### src/hdl/fwcc_pkg.sv
// Constants, register map and types of the fail-safe, watchdog and clear/force control block.
// Assumes a single 100 MHz system clock and a 32-bit classic Wishbone register port.
package fwcc_pkg;
    localparam int ADR_W = 10;
    localparam int DAT_W = 32;
    localparam int REG_W = 8;
    localparam int IDX_W = 8;

    // Timing: clock period and derived cycles per microsecond tick
    localparam int unsigned CLK_PERIOD_PS = 10000;
    localparam int unsigned PS_PER_US = 1000000;
    localparam int unsigned US_TICK_CYCLES = PS_PER_US / CLK_PERIOD_PS;

    // Register indexes; byte address is four times the index
    localparam logic [IDX_W-1:0] IDX_WDOG = 8'h5a;
    localparam logic [IDX_W-1:0] IDX_SHORT = 8'h5b;
    localparam logic [IDX_W-1:0] IDX_CLR = 8'h60;
    localparam logic [IDX_W-1:0] IDX_LOCK = 8'h61;
    localparam logic [IDX_W-1:0] IDX_IRQ_STAT = 8'h70;
    localparam logic [IDX_W-1:0] IDX_IRQ_MASK = 8'h71;
    localparam logic [IDX_W-1:0] IDX_STATE = 8'h72;

    // Watchdog select field sits in bits 7:4
    localparam int WDSEL_LSB = 4;
    localparam int WDSEL_W = 4;
    localparam logic [WDSEL_W-1:0] WD_OFF = 4'h0;
    localparam logic [WDSEL_W-1:0] WD_DIRECT_MIN = 4'hc;

    // Clear/force register bit positions
    localparam int CLR_FORCE_FS = 5;
    localparam int CLR_RESTORE = 4;
    localparam int CLR_FORCE_ERR = 3;
    localparam int CLR_LEAVE_FS = 2;
    localparam int CLR_FAULTS = 1;
    localparam int CLR_POWER_ON = 0;

    localparam int LOCK_CLR_BIT = 3;
    localparam logic LOCK_RESET = 1'b1;
    localparam logic POR_RESET = 1'b1;

    // Interrupt status / mask layout
    localparam int IRQ_W = 3;
    localparam int IRQ_FS_ENTER = 0;
    localparam int IRQ_FAULT = 1;
    localparam int IRQ_WDOG = 2;
    localparam logic [IRQ_W-1:0] IRQ_MASK_RESET = 3'h0;

    // State register layout
    localparam int ST_FAILSAFE = 0;
    localparam int ST_FAULT = 1;
    localparam int ST_POR = 2;
    localparam int ST_ERR_PIN = 3;

    // Watchdog timeouts in microseconds for codes 1h..Bh
    localparam int US_W = 19;
    localparam logic [US_W-1:0] WD_TIME_US [1:11] = '{
        19'd200, 19'd500, 19'd1000, 19'd2000, 19'd5000, 19'd10000,
        19'd20000, 19'd50000, 19'd100000, 19'd200000, 19'd500000};

    typedef enum logic {FWCC_NORMAL, FWCC_FAILSAFE} fwcc_state_t;
endpackage

### src/hdl/fwcc_wd_timer.sv
// Watchdog timer: microsecond prescaler and timeout counter.
// Assumes restart and enable come from logic on the same clock.
`timescale 1ns/1ps
module fwcc_wd_timer #(
    parameter int unsigned TICK_CYCLES = fwcc_pkg::US_TICK_CYCLES
) (
    input wire logic clk_sys,
    input wire logic rst_n,
    input wire logic enable,
    input wire logic restart,
    input wire logic [fwcc_pkg::US_W-1:0] limit_us,
    output logic expired
);
    import fwcc_pkg::*;

    logic [15:0] tick_cnt;
    logic [US_W-1:0] us_cnt;
    logic fired;
    wire hold_off = !enable || restart;
    wire tick = (tick_cnt == 16'(TICK_CYCLES - 1));
    wire reach = tick && (us_cnt + 19'h1 >= limit_us) && !fired;

    // Expiry fires once, then waits for a restart
    always_ff @(posedge clk_sys or negedge rst_n) begin
        if (!rst_n) begin
            tick_cnt <= 16'h0;
            us_cnt <= 19'h0;
            fired <= 1'b0;
            expired <= 1'b0;
        end else if (hold_off) begin
            tick_cnt <= 16'h0;
            us_cnt <= 19'h0;
            fired <= 1'b0;
            expired <= 1'b0;
        end else begin
            tick_cnt <= tick ? 16'h0 : tick_cnt + 16'h1;
            if (tick && !fired) begin
                us_cnt <= us_cnt + 19'h1;
            end
            fired <= fired || reach;
            expired <= reach;
        end
    end
endmodule // fwcc_wd_timer

### src/hdl/fwcc_ctrl.sv
// Fail-safe state, watchdog and clear/force control registers behind classic Wishbone.
// Assumes a 32-bit single-cycle master, data in byte lane 0, and same-clock fault events.
`timescale 1ns/1ps
module fwcc_ctrl #(
    parameter int unsigned TICK_CYCLES = fwcc_pkg::US_TICK_CYCLES
) (
    input wire logic clk_sys,
    input wire logic rst_n,
    input wire logic wb_cyc_i,
    input wire logic wb_stb_i,
    input wire logic wb_we_i,
    input wire logic [fwcc_pkg::ADR_W-1:0] wb_adr_i,
    input wire logic [3:0] wb_sel_i,
    input wire logic [fwcc_pkg::DAT_W-1:0] wb_dat_i,
    output logic [fwcc_pkg::DAT_W-1:0] wb_dat_o,
    output logic wb_ack_o,
    input wire logic [fwcc_pkg::REG_W-1:0] stored_short_threshold,
    input wire logic [fwcc_pkg::WDSEL_W-1:0] stored_watchdog_select,
    input wire logic fault_event,
    input wire logic err_pin_in,
    output logic err_pin_out,
    output logic err_pin_oe,
    output logic failsafe_active,
    output logic [fwcc_pkg::REG_W-1:0] adc_short_threshold,
    output logic restore_defaults_pulse,
    output logic irq
);
    import fwcc_pkg::*;

    fwcc_state_t state;
    fwcc_state_t next_state;
    logic [WDSEL_W-1:0] watchdog_timeout_select;
    logic clear_register_lock;
    logic load_pending;
    logic fault_flag;
    logic power_on_flag;
    logic force_err_hold;
    logic [IRQ_W-1:0] irq_stat;
    logic [IRQ_W-1:0] irq_mask;
    logic [2:0] err_sync;
    logic err_level;
    logic wd_expired;

    // Bus decode
    wire [IDX_W-1:0] idx = wb_adr_i[ADR_W-1:2];
    wire bus_take = wb_cyc_i && wb_stb_i && !wb_ack_o;
    wire wr_take = bus_take && wb_we_i && wb_sel_i[0];
    wire rd_take = bus_take && !wb_we_i;
    wire [REG_W-1:0] wdat = wb_dat_i[REG_W-1:0];
    wire wr_wdog = wr_take && (idx == IDX_WDOG);
    wire wr_short = wr_take && (idx == IDX_SHORT);
    wire wr_clr = wr_take && (idx == IDX_CLR);
    wire wr_lock = wr_take && (idx == IDX_LOCK);
    wire wr_mask = wr_take && (idx == IDX_IRQ_MASK);
    wire rd_stat = rd_take && (idx == IDX_IRQ_STAT);

    // Command strobes, one per accepted write
    wire clr_ok = wr_clr && !clear_register_lock;
    wire force_fs_cmd = clr_ok && wdat[CLR_FORCE_FS];
    wire restore_cmd = clr_ok && wdat[CLR_RESTORE];
    wire force_err_cmd = clr_ok && wdat[CLR_FORCE_ERR];
    wire leave_fs_cmd = clr_ok && wdat[CLR_LEAVE_FS];
    wire clear_fault_flags_cmd = clr_ok && wdat[CLR_FAULTS];
    wire clear_power_on_flag_cmd = clr_ok && wdat[CLR_POWER_ON];

    // Watchdog decode
    wire wd_off = (watchdog_timeout_select == WD_OFF);
    wire wd_direct = (watchdog_timeout_select >= WD_DIRECT_MIN);
    wire [US_W-1:0] wd_limit = (wd_off || wd_direct) ? 19'h0 :
        WD_TIME_US[watchdog_timeout_select];
    wire wd_enable = !wd_off && !wd_direct && (state == FWCC_NORMAL);

    fwcc_wd_timer #(
        .TICK_CYCLES(TICK_CYCLES)
    ) u_wd_timer (
        .clk_sys(clk_sys),
        .rst_n(rst_n),
        .enable(wd_enable),
        .restart(bus_take),
        .limit_us(wd_limit),
        .expired(wd_expired)
    );

    // A forced entry beats a leave written in the same cycle
    wire enter_req = force_fs_cmd || wd_direct || (wd_expired && !bus_take);
    assign next_state = (state == FWCC_NORMAL) ?
        (enter_req ? FWCC_FAILSAFE : FWCC_NORMAL) :
        ((leave_fs_cmd && !force_fs_cmd) ? FWCC_NORMAL : FWCC_FAILSAFE);
    wire fs_enter = (state == FWCC_NORMAL) && (next_state == FWCC_FAILSAFE);

    // Interrupt events; a set in the clearing cycle survives
    wire [IRQ_W-1:0] irq_set = {wd_expired && (state == FWCC_NORMAL), fault_event, fs_enter};
    wire [IRQ_W-1:0] next_irq_stat = (rd_stat ? {IRQ_W{1'b0}} : irq_stat) | irq_set;

    // Read mux; command bits always read as zero
    wire [REG_W-1:0] rd_val =
        (idx == IDX_WDOG) ? {watchdog_timeout_select, 4'h0} :
        (idx == IDX_SHORT) ? adc_short_threshold :
        (idx == IDX_LOCK) ? REG_W'({clear_register_lock, 3'h0}) :
        (idx == IDX_IRQ_STAT) ? REG_W'(irq_stat) :
        (idx == IDX_IRQ_MASK) ? REG_W'(irq_mask) :
        (idx == IDX_STATE) ? REG_W'({err_level, power_on_flag, fault_flag,
                                     state == FWCC_FAILSAFE}) :
        8'h0;

    always_ff @(posedge clk_sys or negedge rst_n) begin
        if (!rst_n) begin
            wb_ack_o <= 1'b0;
            wb_dat_o <= 32'h0;
        end else begin
            wb_ack_o <= bus_take;
            wb_dat_o <= rd_take ? DAT_W'(rd_val) : 32'h0;
        end
    end

    always_ff @(posedge clk_sys or negedge rst_n) begin
        if (!rst_n) begin
            state <= FWCC_NORMAL;
            failsafe_active <= 1'b0;
        end else begin
            state <= next_state;
            failsafe_active <= (next_state == FWCC_FAILSAFE);
        end
    end

    // Nonvolatile-backed fields load once after reset release and again on each restore command
    always_ff @(posedge clk_sys or negedge rst_n) begin
        if (!rst_n) begin
            load_pending <= 1'b1;
            adc_short_threshold <= 8'h0;
            watchdog_timeout_select <= 4'h0;
        end else begin
            load_pending <= 1'b0;
            if (load_pending || restore_cmd) begin
                adc_short_threshold <= stored_short_threshold;
                watchdog_timeout_select <= stored_watchdog_select;
            end else begin
                if (wr_short) begin
                    adc_short_threshold <= wdat;
                end
                if (wr_wdog) begin
                    watchdog_timeout_select <= wdat[WDSEL_LSB +: WDSEL_W];
                end
            end
        end
    end

    always_ff @(posedge clk_sys or negedge rst_n) begin
        if (!rst_n) begin
            clear_register_lock <= LOCK_RESET;
            irq_mask <= IRQ_MASK_RESET;
        end else if (restore_cmd) begin
            clear_register_lock <= LOCK_RESET;
            irq_mask <= IRQ_MASK_RESET;
        end else begin
            if (wr_lock) begin
                clear_register_lock <= wdat[LOCK_CLR_BIT];
            end
            if (wr_mask) begin
                irq_mask <= wdat[IRQ_W-1:0];
            end
        end
    end

    // Flags: hardware sets win over software clears
    always_ff @(posedge clk_sys or negedge rst_n) begin
        if (!rst_n) begin
            fault_flag <= 1'b0;
            power_on_flag <= POR_RESET;
            force_err_hold <= 1'b0;
            irq_stat <= {IRQ_W{1'b0}};
            irq <= 1'b0;
        end else begin
            fault_flag <= fault_event || (fault_flag && !clear_fault_flags_cmd);
            power_on_flag <= power_on_flag && !clear_power_on_flag_cmd;
            force_err_hold <= force_err_cmd || (force_err_hold && !clear_fault_flags_cmd);
            irq_stat <= next_irq_stat;
            irq <= |(next_irq_stat & irq_mask);
        end
    end

    // Error pin is open drain: enable pulls it low
    always_ff @(posedge clk_sys or negedge rst_n) begin
        if (!rst_n) begin
            err_pin_oe <= 1'b0;
            err_pin_out <= 1'b0;
            restore_defaults_pulse <= 1'b0;
        end else begin
            err_pin_oe <= force_err_cmd || fault_event ||
                ((force_err_hold || fault_flag) && !clear_fault_flags_cmd);
            err_pin_out <= 1'b0;
            restore_defaults_pulse <= restore_cmd;
        end
    end

    // Pin readback: level changes only when the last two stages agree
    always_ff @(posedge clk_sys or negedge rst_n) begin
        if (!rst_n) begin
            err_sync <= 3'h7;
            err_level <= 1'b1;
        end else begin
            err_sync <= {err_sync[1:0], err_pin_in};
            if (err_sync[1] == err_sync[2]) begin
                err_level <= err_sync[2];
            end
        end
    end
endmodule // fwcc_ctrl

### config.mk
export PLATFORM = sky130hd
export DESIGN_NAME = fwcc_ctrl
export DESIGN_NICKNAME = d
export VERILOG_FILES = /design/src/hdl/fwcc_pkg.sv /design/src/hdl/fwcc_wd_timer.sv /design/src/hdl/fwcc_ctrl.sv
export SDC_FILE = /design/constraint.sdc
export NUM_CORES = 1
export LEC_CHECK = 0
export ABC_AREA = 1
export BUFFER_PORTS_ARGS = -buffer_cell sky130_fd_sc_hd__clkbuf_2
export CORE_AREA = 2 2 129 131
export DETAILED_ROUTE_END_ITERATION = 10
export DIE_AREA = 0 0 131 133
export PLACE_DENSITY = 0.54
export SYNTH_ARGS = -nofsm -noshare
export SYNTH_HDL_FRONTEND = slang
export SYNTH_SLANG_ARGS = --single-unit
### constraint.sdc
create_clock -name clk_sys -period 3.3 [get_ports clk_sys]
set_input_delay 0.99 -clock clk_sys [delete_from_list [all_inputs] [get_ports clk_sys]]
set_output_delay 0.99 -clock clk_sys [all_outputs]
set_load 0.02 [all_outputs]
After elaboration in Yosys (flattened, before gate mapping)
Memory sizes are Yosys's and may differ from the RTL's.
Index checks and enable logic that the tools add are counted.
- output and inout port bits: 46
- register bits after elaboration: 77
- memory bits (read-only): 304
- logic and storage cells: 128
- memories: 1
- memories (name ; depth ; width ; read ports ; clocked after memory_dff ; write ports ; RTL line ; RTL):
    (name not given) ; 16 ; 19 ; 1 ; 0 ; 0 ; fwcc_ctrl.sv:70 ; WD_TIME_US[watchdog_timeout_select];
- $lt $le $gt $ge: 3
- multiplexer cells: 28
- eq/ne operators: 9
- $add $sub $neg: 2
- bitwise logic cells: 4
- reductions and logical operators: 60
- operators by type and width (operator ; count):
    19-bit two-way mux ; 5
    8-bit by 7-bit == test with 1-bit output, second input constant ; 7
    8-bit two-way mux ; 5
    16-bit two-way mux ; 2
    1-bit logical AND ; 31
    4-bit two-way mux ; 6
    19-bit by 1-bit adder with 19-bit output, second input constant ; 1
    19-bit >= comparator ; 1
    16-bit by 1-bit adder with 16-bit output, second input constant ; 1
    16-bit by 7-bit == test with 1-bit output, second input constant ; 1
    1-bit zero test ; 11
    1-bit logical OR ; 11
    2-bit nonzero test ; 5
    3-bit two-way mux ; 3
    1-bit two-way mux ; 7
    5-bit >= comparator, second input constant ; 1
    4-bit inverter with 5-bit output ; 1
    4-bit >= comparator, second input constant ; 1
    4-bit zero test ; 1
    3-bit bitwise AND ; 1
    3-bit OR ; 1
    3-bit OR reduction ; 1
    1-bit == test ; 1
    1-bit inverter ; 1

Longest topological paths before layout
Gate-level depths: netlist (run 1).
- word-level depth: 15
- mapped depth: 18
- depth with buffers taken out: 18

By module
Synthesis (run 1) repeated with hierarchy kept, for this count alone.
- cell total of the unflattened synthesis: 699
- area total of the unflattened synthesis: 5089.9 um2
- modules (own cells, without submodules) (module ; area each (um2) ; sequential area each (um2) ; instances ; cells an instance):
    fwcc_wd_timer ; 2680.1 ; 925.9 ; 1 ; 376
    fwcc_ctrl ; 2409.8 ; 1009.7 ; 1 ; 323

Least setup slack after synthesis (run 1)
No wires, ideal clock.
- path kind: register to register
- start: register u_wd_timer.us_cnt[0]
- end: register u_wd_timer.fired
- period minus slack after synthesis: 2.353 ns
- setup time: 0.078 ns
- required time: 3.222 ns
- cell stages (with the launch flop): 18
- arrival time: 2.275 ns
- path slack: 0.947 ns
- buffers on the path: 0
- path through: dfrtp_1 -> ha_1 -> nand3_2 -> nor2_2 -> nand2_2 -> nor2_4 -> nand2_2 -> o21ai_1 -> nand2_1 -> ha_1 -> nand2_1 -> nor2_1 -> nand3_1 -> nor2_1 -> nor2_1 -> nand3_1 -> nand2_1 -> a21oi_1
- longest elaborated chain between the ends: 6
- ends and longest elaborated chain (what ; RTL line ; RTL):
    from (decl) ; fwcc_wd_timer.sv:17 ; logic [US_W-1:0] us_cnt;
    from (signal assigned) ; fwcc_wd_timer.sv:38 ; us_cnt <= us_cnt + 19'h1;
    19-bit by 1-bit adder with 19-bit output ; fwcc_wd_timer.sv:21 ; wire reach = tick && (us_cnt + 19'h1 >= limit_us) && !fired;
    19-bit >= comparator ; fwcc_wd_timer.sv:21 ;
    1-bit logical AND (2 in series) ; fwcc_wd_timer.sv:21 ;
    1-bit logical OR ; fwcc_wd_timer.sv:40 ; fired <= fired || reach;
    1-bit two-way mux ; fwcc_wd_timer.sv:30 ; end else if (hold_off) begin
    to (signal assigned) ; fwcc_wd_timer.sv:40 ;
    to (decl) ; fwcc_wd_timer.sv:18 ; logic fired;
No other way between the ends.
A chain may end at the register's enable or synchronous reset.

Final worst setup path (run 1)
- start: register watchdog_timeout_select[1]
- end: register u_wd_timer.fired
- longest elaborated chain between the ends: 10
- elaborated cells between the ends (all ways): 19
- ends and longest elaborated chain (what ; RTL line ; RTL):
    from (decl) ; fwcc_ctrl.sv:32 ; logic [WDSEL_W-1:0] watchdog_timeout_select;
    from (signal assigned) ; fwcc_ctrl.sv:136 ; watchdog_timeout_select <= stored_watchdog_select;
    from (signal assigned) ; fwcc_ctrl.sv:142 ; watchdog_timeout_select <= wdat[WDSEL_LSB +: WDSEL_W];
    4-bit inverter with 5-bit output (implied by the code) ; fwcc_ctrl.sv:70 ;
    memory read 16 x 19 bit ; -- ;
    19-bit two-way mux (implied by the code) (2 in series) ; fwcc_ctrl.sv:70 ;
    19-bit two-way mux ; fwcc_ctrl.sv:69 ; wire [US_W-1:0] wd_limit = (wd_off || wd_direct) ? 19'h0 :
    19-bit >= comparator ; fwcc_wd_timer.sv:21 ;
    1-bit logical AND (2 in series) ; fwcc_wd_timer.sv:21 ;
    1-bit logical OR ; fwcc_wd_timer.sv:40 ;
    1-bit two-way mux * ; fwcc_wd_timer.sv:30 ;
Every way passes the cells marked *; elsewhere a longest branch is shown, timed or not. The select of a mux whose other input is x is not followed.

==> results of run 1 <==
==> critical path, delay by kind of cell, from the launching register on <==
kind | cells | cell delay, ns
DFF | 1 | 0.49
adders and majority gates | 2 | 0.61
buffers and inverters | 2 | 0.31
AOI/OAI and AO/OA | 4 | 0.69
and+or+nand+nor | 7 | 0.58
==> through the flow <==
step / area (um2) / power [mW] / std cells / util [%]
final: 5851 / 2.458 / 978 / 36.18
after global routing: 5851 / 2.586 / 978 / 36.18
after CTS: 5851 / 2.498 / 978 / 36.18
after detailed placement: 5524 / 1.385 / 962 / 34.16
after global placement: 5524 / 1.386 / 962 / 34.16
after floorplan: 5167 / 1.278 / 715 / -
==> power by group through the flow <==
| stage | Clock [mW] | Combinational, mW | Sequential, mW |
|---|---|---|---|
| 6_report | 1.09 | 0.355 | 1.01 |
| 4_1_cts | 1.13 | 0.361 | 1.01 |
| 3_5_place_dp | 0 | 0.360 | 1.02 |
| 5_1_grt | 1.16 | 0.408 | 1.01 |
| 3_3_place_gp | 0 | 0.360 | 1.03 |
| 2_1_floorplan | 0 | 0.247 | 1.03 |
==> placed cells by master (no fill, tap or decap), drive strengths merged <==
master / count
nor3: 20
xor2: 12
clkinv: 2
inv: 103
a41oi: 1
a31oi: 2
nor3b: 2
ha: 28
conb: 26
nand2: 203
and2: 2
nand4: 18
bufinv: 2
nand3: 50
a21o: 1
xnor2: 2
o21ai: 33
maj3: 1
nor2: 65
buf: 5
o221ai: 3
dfrtp: 70
clkinvlp: 2
a21oi: 27
clkbuf: 66
o211ai: 2
nor4: 1
or2: 1
dfstp: 7
nand3b: 1
==> final timing paths <==
kind | depth (start not counted) | start | endpoint
worst max-delay path | 15 | watchdog_timeout_select[1]$_DFFE_PN0P_ | u_wd_timer.fired$_DFF_PN0_
worst max register to register | 15 | watchdog_timeout_select[1]$_DFFE_PN0P_ | u_wd_timer.fired$_DFF_PN0_
worst min register to register | 0 | err_sync[0]$_DFF_PN1_ | err_sync[1]$_DFF_PN1_
max in group asynchronous | 2 | rst_n | clear_register_lock$_DFFE_PN1P_
worst min-delay path | 0 | err_sync[0]$_DFF_PN1_ | err_sync[1]$_DFF_PN1_
min in group asynchronous | 2 | rst_n | u_wd_timer.tick_cnt[11]$_DFF_PN0_
==> cell type report <==
cell class / count / area share, %
Timing Repair Buffer: 60 / 5.560
Clock buffer: 11 / 4.149
Tap cell: 220 / 4.705
Inverter: 104 / 6.672
Multi-Input combinational cell: 501 / 44.40
Clock inverter: 5 / 1.433
Sequential cell: 77 / 33.08
==> sequential cells by signal, indices dropped and copies added (netlist names), 3 cells and up <==
signal	count
adc_short_threshold	8
wb_dat_o	8
u_wd_timer.tick_cnt	16
watchdog_timeout_select	4
err_sync	3
irq_stat	3
u_wd_timer.us_cnt	19
irq_mask	3
==> cell families (layout without fill, tap and decap cells) <==
group	Yosys count	count (layout)	share of synthesized area (%)
fa+ha+maj	29	29	7.102
simple gates	363	363	32.23
flops	77	77	38.15
compound gates	69	69	7.374
xor+xnor	14	14	2.565
buf+inv	137	180	12.50
other cells	1	26	0.07391
==> per-layer routing <==
| layer | vias up | GRT usage, % | part of all wire [%] |
|---|---|---|---|
| met3 | 26 | 2.507 | 3.9 |
| met4 | 0 | 8.215 | 3.4 |
| li1 | 2270 | - | - |
| met2 | 91 | 21.82 | 44 |
| met1 | 2021 | 21.62 | 49 |
| met5 | - | 0 | 0 |
==> results.md, run 1 <==
| Group | Item | This run |
|:---|:---|:---|
| power | Clock network fraction of total power | 44.5% |
| power | Power Dens Cells | 420.2 nW/um2 |
| synthesis | Async set-reset flop share out of synthesis | 100.0% |
| clock network | Source-to-sink clock delay at the later pin of the worst-skew pair | 0.35 ns |
| clock network | Clock tree root buffer cell | clkbuf_16 |
| global route | Overall track demand over capacity in global routing | 15.20% |
| final layout | Count of nets after finishing | 846 |
| clock network | Hold-fix buffer count after cts | 0 |
| synthesis | Instance count of the mapped netlist | 690 |
| routing | Total vias in the final route | 4,408 |
| critical path | Setup Crit Path Kind | reg -> reg |
| final layout | # diodes | 0 |
| floorplan | Row Count | 47 |
| critical path | Element type at the critical path end | register |
| synthesis | Netlist cell types | 40 |
| final layout | Layout-stage area growth over the synthesis result | 15.31% |
| timing | Setup ws final | 0.5430 ns |
| synthesis | Mean cell area of the mapped netlist | 7.353 um2 |
| synthesis | Dominant cell by count in the synthesized netlist | nand2_1 |
| run status | Outcome | complete, no violations |
| timing | Setup repair after global routing missed its margin | false |
| clock network | Post-CTS Resized | 0 |
| timing | Number of pins exceeding their max-slew limit in the final report | 0 |
| routing | Final antenna-violating net count | 0 |
| clock network | Setup Fix Bufs, Post-CTS | 0 |
| synthesis | Number of synthesized flops with an enable pin | 0 |
| clock network | H-tree Lvls | 3 |
| power | Int Pwr | 1.767 mW |
| final layout | Fraction of layout instances using a drive strength above 1 | 15.70% |
| final layout | Layout filler cell count | 1,705 |
| final layout | Footprint of the flip-flops and latches | 1936 um2 |
| synthesis | Synthesized cell area | 5074 um2 |
| critical path | Crit path cell chain | inv_1 > ha_1 > a21oi_2 > inv_1 > a21oi_1 > o21ai_0 > ha_1 > nand2_1 > nor2_1 > nand3_1 > nor2_1 > nor2_1 > nand3_1 > nand2_1 > a21oi_1 |
| placement | Global placer's final weighted congestion | 0.8840 |
| power | Leak Pwr | 3.021 nW |
| routing | Drt via density | 4.507 |
| floorplan | Floorplan die width | 131 um |
| critical path | Critical path's most frequent cell | nor2_1 |
| critical path | CP peak stage delay | 0.49 ns |
| floorplan | Height of the chip | 133 um |
| placement | Dpl ws | 0.5299 ns |
| routing | Number of DRC violations after detailed-routing iteration 0 | 329 |
| timing | Hold Violations, Final | 0 |
| global route | Via count of the first global-routing pass | 4,148 |
| clock network | Clock transition at the registers of the reported paths | 0.06 ns |
| global route | Overflow left after global routing | 0 |
| power | Share of power burned in registers | 41.0% |
| timing | Highest attainable clock frequency | 0.3627 GHz |
| critical path | Crit path DAT | 3.02 ns |
| power | Combinational fraction of design power | 14.5% |
| floorplan | Effective utilization at floorplan | 31.37% |
| timing | Final cycle utilization of the critical path | 83.55% |
| critical path | Flop2flop setup slack | 0.54 ns |
| routing | Number of optimization iterations in the first detailed-route pass | 5 |
| synthesis | Number of storage elements in the synthesis netlist | 77 |
| synthesis | Cell types with the highest counts after synthesis | 198 x nand2_1, 95 x inv_1, 70 x dfrtp_1 |
| final layout | Area of the multi-input gates | 2597 um2 |
| routing | Total Routed Length | 12,290 um |
| routing | Drt drc | 0 |
| min path | Hold crit path type | reg -> reg |
| placement | Half-perimeter wire length of the detailed placement result | 9366 um |
| critical path | Required time of the critical path | 3.57 ns |
| synthesis | Part of the Yosys area used for sequential elements | 38.15% |
| timing | Worst slack on hold paths | 0.3552 ns |
| clock network | Clock Tree Buf Depth | 2 |
| floorplan | Area of the placeable core | 16,170 um2 |
| critical path | Startpoint kind of the worst setup timing path | register |
| routing | WL per Instance | 12.56 um |
| power | Net switching power | 0.6915 mW |
| timing | Final worst clock skew | 0.007815 ns |
| floorplan | Total die area | 17,420 um2 |
| timing | Final setup violation count | 0 |
| floorplan | IO Count | 111 |
| placement | IO Port Bufs | 56 |
| global route | Wire length of the first global-routing pass | 20,660 um |
| critical path | Max Fanout on Critical Path | 8 |
| run | Number of max-capacitance violations reported | 0 |
| synthesis | Area leader, netlist | dfrtp_1 |
| power | Worst-case vdd ir drop | 0.2816 mV |
| clock network | Number of buffers added by the clock tree synthesis step | 9 |
| clock network | CTS tree | built |
| clock network | Number of clock sinks | 77 |
| timing | Final critical path time including I/O delays and setup | 2.757 ns |
| critical path | Slowest cell on crit path | dfrtp_1 |
| global route | Antenna violations before repair | 0 |
| timing | Sum of negative setup slack | 0 ns |
| synthesis | Number of warnings printed during yosys synthesis | 0 |
| synthesis | Largest cells by area after synthesis | dfrtp_1 35%, nand2_1 15%, inv_1 7.0% |
| synthesis | Most frequently used flop master after synthesis | dfrtp_1 |
| global route | Maximum number of pins on one net before global-route repair | 78 |
| power | Switch share | 28.13% |
| synthesis | Top-area cell type share of the netlist area | 34.53% |
Power figures use the tool's default switching activity.
==> inputs of run 2 (changes only) <==
--- a/config.mk
+++ b/config.mk
@@ -10,7 +10,7 @@
 export CORE_AREA = 2 2 129 131
 export DETAILED_ROUTE_END_ITERATION = 10
 export DIE_AREA = 0 0 131 133
-export PLACE_DENSITY = 0.54
+export PLACE_DENSITY = 0.56
 export SYNTH_ARGS = -nofsm -noshare
 export SYNTH_HDL_FRONTEND = slang
 export SYNTH_SLANG_ARGS = --single-unit
==> constraint.sdc (replaced) <==
create_clock -name clk_sys -period 2.33 [get_ports clk_sys]
set_input_delay 0.699 -clock clk_sys [delete_from_list [all_inputs] [get_ports clk_sys]]
set_output_delay 0.699 -clock clk_sys [all_outputs]
set_load 0.02 [all_outputs]
==> results.md, run 2 (synthesis results as in run 1) <==
| Group | Item | This run |
|:---|:---|:---|
| run status | Outcome | complete, but fails checks |
| run status | Violated checks | setup timing |
| routing | Highest routing layer actually used | met4 |
| power | Worst-case vdd ir drop | 0.3538 mV |
| placement | IO Port Bufs | 56 |
| global route | Overflow left after global routing | 0 |
| critical path | Startpoint kind of the worst setup timing path | register |
| routing | Total Routed Length | 12,770 um |
| placement | Global placer's final weighted congestion | 0.8465 |
| floorplan | Area of the placeable core | 16,170 um2 |
| timing | Setup repair after global routing missed its margin | true |
| final layout | Layout filler cell count | 1,708 |
| routing | Drt drc | 0 |
| floorplan | Floorplan die width | 131 um |
| routing | Met3 wirelength from detailed routing | 508 um |
| clock network | Source-to-sink clock delay at the later pin of the worst-skew pair | 0.34 ns |
| critical path | Element type at the critical path end | register |
| routing | Drt via density | 4.545 |
| power | Power Dens Cells | 530.5 nW/um2 |
| critical path | R2R cell count | 17 |
| critical path | FF-to-FF Start | u_wd_timer.us_cnt[1]$_DFFE_PN0P_ |
| routing | Routed met2 length | 5869 um |
| clock network | H-tree Lvls | 3 |
| clock network | Clock Tree Buf Depth | 2 |
| timing | Final worst clock skew | 0.007607 ns |
| critical path | FF-to-FF End | u_wd_timer.fired$_DFF_PN0_ |
| routing | Number of DRC violations after detailed-routing iteration 0 | 393 |
| timing | Number of pins exceeding their max-slew limit in the final report | 0 |
| routing | Routed metal-1 wirelength | 6105 um |
| final layout | # diodes | 0 |
| routing | Final antenna-violating net count | 0 |
| global route | Via count of the first global-routing pass | 4,423 |
| min path | Hold crit path type | in -> async |
| final layout | Area of the multi-input gates | 2795 um2 |
| critical path | Flop2flop setup slack | -0.02 ns |
| critical path | Max Fanout on Critical Path | 3 |
| clock network | Number of clock sinks | 77 |
| final layout | Register with the most flip-flops | u_wd_timer.us_cnt |
| final layout | Footprint of the flip-flops and latches | 1937 um2 |
| placement | Placed instance count | 1,010 |
| clock network | Clock tree root buffer cell | clkbuf_16 |
| routing | WL per Instance | 12.42 um |
| final layout | Most frequent standard cell in the layout excluding fill and tap cells | nand2_1 |
| global route | Wire length of the first global-routing pass | 21,110 um |
| routing | Number of optimization iterations in the first detailed-route pass | 5 |
| critical path | CP peak stage delay | 0.38 ns |
| timing | Worst slack on hold paths | 0.2927 ns |
| clock network | CTS tree | built |
| final layout | Largest registers | u_wd_timer.us_cnt x19, u_wd_timer.tick_cnt x16 |
| final layout | Most frequent cells in the layout | 193 x nand2_1, 94 x inv_1, 69 x dfrtp_1 |
| floorplan | Height of the chip | 133 um |
| timing | Hold Violations, Final | 0 |
| global route | Antenna violations before repair | 0 |
| power | Leak Pwr | 3.293 nW |
| floorplan | Row Count | 47 |
| final layout | Non-Filler Instances | 1,028 |
| global route | Maximum number of pins on one net before global-route repair | 31 |
| floorplan | Total die area | 17,420 um2 |
| critical path | Setup Crit Path Kind | reg -> reg |
| critical path | Critical path's most frequent cell | nor2_1 |
| placement | Half-perimeter wire length of the detailed placement result | 9843 um |
| critical path | Required time of the critical path | 2.60 ns |
| final layout | Count of nets after finishing | 896 |
| floorplan | Effective utilization at floorplan | 31.37% |
| timing | Final critical path time including I/O delays and setup | 2.350 ns |
| routing | Total vias in the final route | 4,672 |
| timing | Highest attainable clock frequency | 0.4255 GHz |
| critical path | Crit path DAT | 2.62 ns |
| timing | Final cycle utilization of the critical path | 100.9% |
| floorplan | IO Count | 111 |
| global route | Overall track demand over capacity in global routing | 15.49% |
| critical path | Crit path cell chain | ha_4 > nand3_4 > nor2_4 > nand2_2 > nor2_4 > nand2_1 > xor2_1 > clkinv_2 > ha_4 > nand2_2 > nor2_1 > nand3_1 > nor2_1 > nor2_1 > nand3_1 > nand2_1 > a21oi_1 |
| run | Number of max-capacitance violations reported | 0 |
| final layout | Layout-stage area growth over the synthesis result | 26.21% |
| critical path | Slowest cell on crit path | dfrtp_1 |
| final layout | Max FFs per register | 19 |
| timing | Final setup violation count | 1 |
| final layout | Fraction of layout instances using a drive strength above 1 | 24.88% |
| clock network | Clock transition at the registers of the reported paths | 0.06 ns |
| timing | Setup ws final | -0.02001 ns |
| clock network | Number of buffers added by the clock tree synthesis step | 9 |
run 2: changes by cell type in the layout (fill, tap and decap cells not counted), sizes merged:
cell | before | now
buf | 5 | 55
clkinv | 2 | 6
clkbuf | 66 | 64
clkinvlp | 2 | 0
bufinv | 2 | 1
inv | 103 | 104
run 2: worst max-delay path by stage:
| stage | start | end | slack [ns] | cells past startpoint |
|---|---|---|---|---|
| floorplan | watchdog_timeout_select[0]$_DFFE_PN0P_ | u_wd_timer.fired$_DFF_PN0_ | 0.007 | 16 |
| global placement | u_wd_timer.us_cnt[1]$_DFFE_PN0P_ | u_wd_timer.fired$_DFF_PN0_ | -0.12 | 17 |
| finish | u_wd_timer.us_cnt[1]$_DFFE_PN0P_ | u_wd_timer.fired$_DFF_PN0_ | -0.02 | 17 |
| detailed placement | u_wd_timer.us_cnt[12]$_DFFE_PN0P_ | u_wd_timer.fired$_DFF_PN0_ | -0.15 | 15 |
| CTS | u_wd_timer.us_cnt[10]$_DFFE_PN0P_ | u_wd_timer.fired$_DFF_PN0_ | -0.04 | 16 |
| global route | u_wd_timer.us_cnt[8]$_DFFE_PN0P_ | u_wd_timer.fired$_DFF_PN0_ | -0.22 | 15 |
run 2: where the power goes:
group | internal (mW) | switching [mW]
Sequential | 1.38 | 0.0344
Combinational | 0.179 | 0.380
Clock | 0.834 | 0.585
Total | 2.40 | 1.00
run 2: critical path: cells and delay by family (launching register included):
family                   cells  cell delay [ns]
AND/OR/NAND/NOR             12             1.03
adder cells (fa/ha/maj)      2             0.45
flip-flops                   1             0.38
XOR/XNOR                     1             0.17
buffers and inverters        1             0.12
AO/OA/AOI/OAI                1             0.11
run 2: area by class of cell:
cell class | instances | area share (%)
Clock buffer | 9 | 3.517
Clock inverter | 7 | 1.172
Inverter | 104 | 6.116
Multi-Input combinational cell | 501 | 43.65
Sequential cell | 77 | 30.25
Tap cell | 220 | 4.299
Timing Repair Buffer | 110 | 11.00
run 2: stage by stage:
step           total power [mW]  instance area [um2]  TNS [ns]  setup WS (ns)  util (%)
2_1_floorplan             1.811                 5180         0       0.006987         -
3_3_place_gp              1.984                 5897   -0.2276        -0.1217     36.46
3_5_place_dp              1.985                 5897   -0.2535        -0.1529     36.46
4_1_cts                   3.433                 6327  -0.05088       -0.03898     39.13
5_1_grt                   3.574                 6404   -0.3877        -0.2199     39.60
6_report                  3.397                 6404  -0.02001       -0.02001     39.60
run 2: what timing repair did:
item	CTS	global route
setup buffers	1	1
pin swaps	9	5
endpoints found under the setup margin	2	2
hold buffers	0	0
gates resized for setup	21	14
cloned	0	0
run 2: layer usage:
metal	vias to the layer above	global-route usage (%)
li1	2383	-
met5	-	0
met4	0	6.442
met3	22	3.437
met1	2171	21.53
met2	96	23.14
==> inputs of run 3 (changes only) <==
--- a/config.mk
+++ b/config.mk
@@ -11,6 +11,7 @@
 export DETAILED_ROUTE_END_ITERATION = 10
 export DIE_AREA = 0 0 131 133
 export PLACE_DENSITY = 0.56
+export RECOVER_POWER = 25
 export SYNTH_ARGS = -nofsm -noshare
 export SYNTH_HDL_FRONTEND = slang
 export SYNTH_SLANG_ARGS = --single-unit
==> results.md, run 3 (synthesis results as in run 1) <==
| Group | Item | This run |
|:---|:---|:---|
| timing | Final worst clock skew | 0.007921 ns |
| final layout | Most frequent standard cell in the layout excluding fill and tap cells | nand2_1 |
| final layout | Fraction of layout instances using a drive strength above 1 | 24.38% |
| clock network | Clock tree root buffer cell | clkbuf_16 |
| min path | Capture endpoint of the worst hold path | err_sync[1]$_DFF_PN1_ |
| critical path | R2R cell count | 17 |
| timing | Final setup violation count | 1 |
| critical path | FF-to-FF Start | u_wd_timer.us_cnt[1]$_DFFE_PN0P_ |
| clock network | Number of clock sinks | 77 |
| global route | Via count of the first global-routing pass | 4,423 |
| final layout | # diodes | 0 |
| global route | Overflow left after global routing | 0 |
| timing | Setup ws final | -0.02631 ns |
| timing | Worst slack on hold paths | 0.3602 ns |
| routing | Routed metal-1 wirelength | 6086 um |
| critical path | Flop2flop setup slack | -0.03 ns |
| final layout | Layout-stage area growth over the synthesis result | 25.84% |
| min path | WHS Path Cells | 0 |
| placement | Half-perimeter wire length of the detailed placement result | 9843 um |
| global route | Antenna violations before repair | 0 |
| timing | Number of pins exceeding their max-slew limit in the final report | 31 |
| critical path | Startpoint kind of the worst setup timing path | register |
| critical path | Required time of the critical path | 2.60 ns |
| floorplan | IO Count | 111 |
| global route | Maximum number of pins on one net before global-route repair | 31 |
| routing | Total Routed Length | 12,770 um |
| final layout | Register with the most flip-flops | u_wd_timer.us_cnt |
| final layout | Most frequent cells in the layout | 193 x nand2_1, 94 x inv_1, 69 x dfrtp_1 |
| global route | Wire length of the first global-routing pass | 21,110 um |
| timing | Hold Violations, Final | 0 |
| global route | Overall track demand over capacity in global routing | 15.49% |
| power | Power Dens Cells | 531.4 nW/um2 |
| final layout | Max FFs per register | 19 |
| clock network | Number of buffers added by the clock tree synthesis step | 9 |
| final layout | Count of nets after finishing | 896 |
| timing | Final cycle utilization of the critical path | 101.1% |
| clock network | H-tree Lvls | 3 |
| final layout | Layout filler cell count | 1,709 |
| critical path | Crit path DAT | 2.63 ns |
| timing | Setup repair after global routing missed its margin | true |
| final layout | Footprint of the flip-flops and latches | 1937 um2 |
| floorplan | Height of the chip | 133 um |
| final layout | Util after Layout | 39.48% |
| clock network | Source-to-sink clock delay at the later pin of the worst-skew pair | 0.34 ns |
| critical path | Max Fanout on Critical Path | 3 |
| placement | IO Port Bufs | 56 |
| routing | Total vias in the final route | 4,665 |
| routing | Number of optimization iterations in the first detailed-route pass | 5 |
| floorplan | Effective utilization at floorplan | 31.37% |
| critical path | Setup Crit Path Kind | reg -> reg |
| routing | Highest routing layer actually used | met4 |
| clock network | Clock Tree Buf Depth | 2 |
| placement | Dpl ws | -0.1529 ns |
| routing | Drt drc | 0 |
| placement | Global placer's final weighted congestion | 0.8465 |
| timing | Worst slew margin | -13.81% |
| timing | Final critical path time including I/O delays and setup | 2.356 ns |
| power | Leak Pwr | 3.284 nW |
| routing | Number of DRC violations after detailed-routing iteration 0 | 408 |
| power | Worst-case vdd ir drop | 0.3533 mV |
| run status | Violated checks | capacitance limit, slew limit, setup timing |
| run | Number of max-capacitance violations reported | 1 |
| floorplan | Total die area | 17,420 um2 |
| floorplan | Row Count | 47 |
| timing | Highest attainable clock frequency | 0.4244 GHz |
| critical path | Element type at the critical path end | register |
| min path | Worst min-delay path startpoint | err_sync[0]$_DFF_PN1_ |
| routing | Routed met2 length | 5878 um |
| clock network | Clock transition at the registers of the reported paths | 0.06 ns |
| floorplan | Area of the placeable core | 16,170 um2 |
| final layout | Area of the multi-input gates | 2793 um2 |
| timing | Slew at the pin closest to its max-slew limit | 1.707 ns |
| routing | Met3 wirelength from detailed routing | 513 um |
| floorplan | Floorplan die width | 131 um |
| clock network | CTS tree | built |
| run status | Outcome | complete, but fails checks |
| critical path | FF-to-FF End | u_wd_timer.fired$_DFF_PN0_ |
| routing | Drt via density | 4.538 |
| routing | Final antenna-violating net count | 0 |
| final layout | Largest registers | u_wd_timer.us_cnt x19, u_wd_timer.tick_cnt x16 |
| routing | WL per Instance | 12.42 um |
| min path | Hold crit path type | reg -> reg |
-- run 3: per-stage QoR --
| step | setup TNS, ns | std cells | total power, mW | cell area [um2] |
|---|---|---|---|---|
| floorplan | 0 | 715 | 1.811 | 5180 |
| global placement | -0.2276 | 1010 | 1.984 | 5897 |
| detailed placement | -0.2535 | 1010 | 1.985 | 5897 |
| CTS | -0.05088 | 1027 | 3.433 | 6327 |
| global route | -5.931 | 1028 | 3.569 | 6385 |
| finish | -0.02631 | 1028 | 3.393 | 6385 |
-- run 3: worst max-delay path by stage --
stage / start / to / slack, ns / cells past startpoint
global placement: u_wd_timer.us_cnt[1]$_DFFE_PN0P_ / u_wd_timer.fired$_DFF_PN0_ / -0.12 / 17
floorplan: watchdog_timeout_select[0]$_DFFE_PN0P_ / u_wd_timer.fired$_DFF_PN0_ / 0.007 / 16
finish: u_wd_timer.us_cnt[1]$_DFFE_PN0P_ / u_wd_timer.fired$_DFF_PN0_ / -0.03 / 17
global route: u_wd_timer.us_cnt[8]$_DFFE_PN0P_ / u_wd_timer.fired$_DFF_PN0_ / -0.22 / 15
CTS: u_wd_timer.us_cnt[10]$_DFFE_PN0P_ / u_wd_timer.fired$_DFF_PN0_ / -0.04 / 16
detailed placement: u_wd_timer.us_cnt[12]$_DFFE_PN0P_ / u_wd_timer.fired$_DFF_PN0_ / -0.15 / 15
-- run 3: what timing repair did --
| item | 4_1_cts | 5_1_grt |
|---|---|---|
| setup buffers | 1 | 1 |
| gates resized for setup | 21 | 14 |
| pin swaps | 9 | 5 |
| setup endpoints to repair | 2 | 2 |
| hold buffers | 0 | 0 |
-- run 3: metal layers --
layer | GRT usage [%] | up-vias
li1 | - | 2383
met1 | 21.53 | 2168
met2 | 23.14 | 92
met3 | 3.437 | 22
met4 | 6.442 | 0
met5 | 0 | -
-- run 3: area by class of cell --
cell class                 count  share of cell area (%)
sequential                    77                   30.34
tap                          220                   4.311
clock inverter                 7                   1.176
timing repair buffer         110                   10.78
inverter                     104                   6.134
clock buffer                   9                   3.527
multi-input combinational    501                   43.74
-- run 3: power by group --
group | switching, mW | internal, mW | total (mW)
registers | 0.0340 | 1.38 | 1.42
logic | 0.379 | 0.175 | 0.554
clock network | 0.587 | 0.835 | 1.42
-- run 3: critical path, stage by stage, from the launching register on --
cell      delay [ns]
dfrtp_1         0.38
ha_4            0.16
nand3_4         0.09
nor2_4          0.11
nand2_2         0.08
nor2_4          0.15
nand2_1         0.08
xor2_1          0.17
clkinv_2        0.12
ha_4            0.29
nand2_2         0.05
nor2_1          0.08
nand3_1         0.08
nor2_1          0.11
nor2_1          0.04
nand3_1         0.12
nand2_1         0.06
a21oi_1         0.11
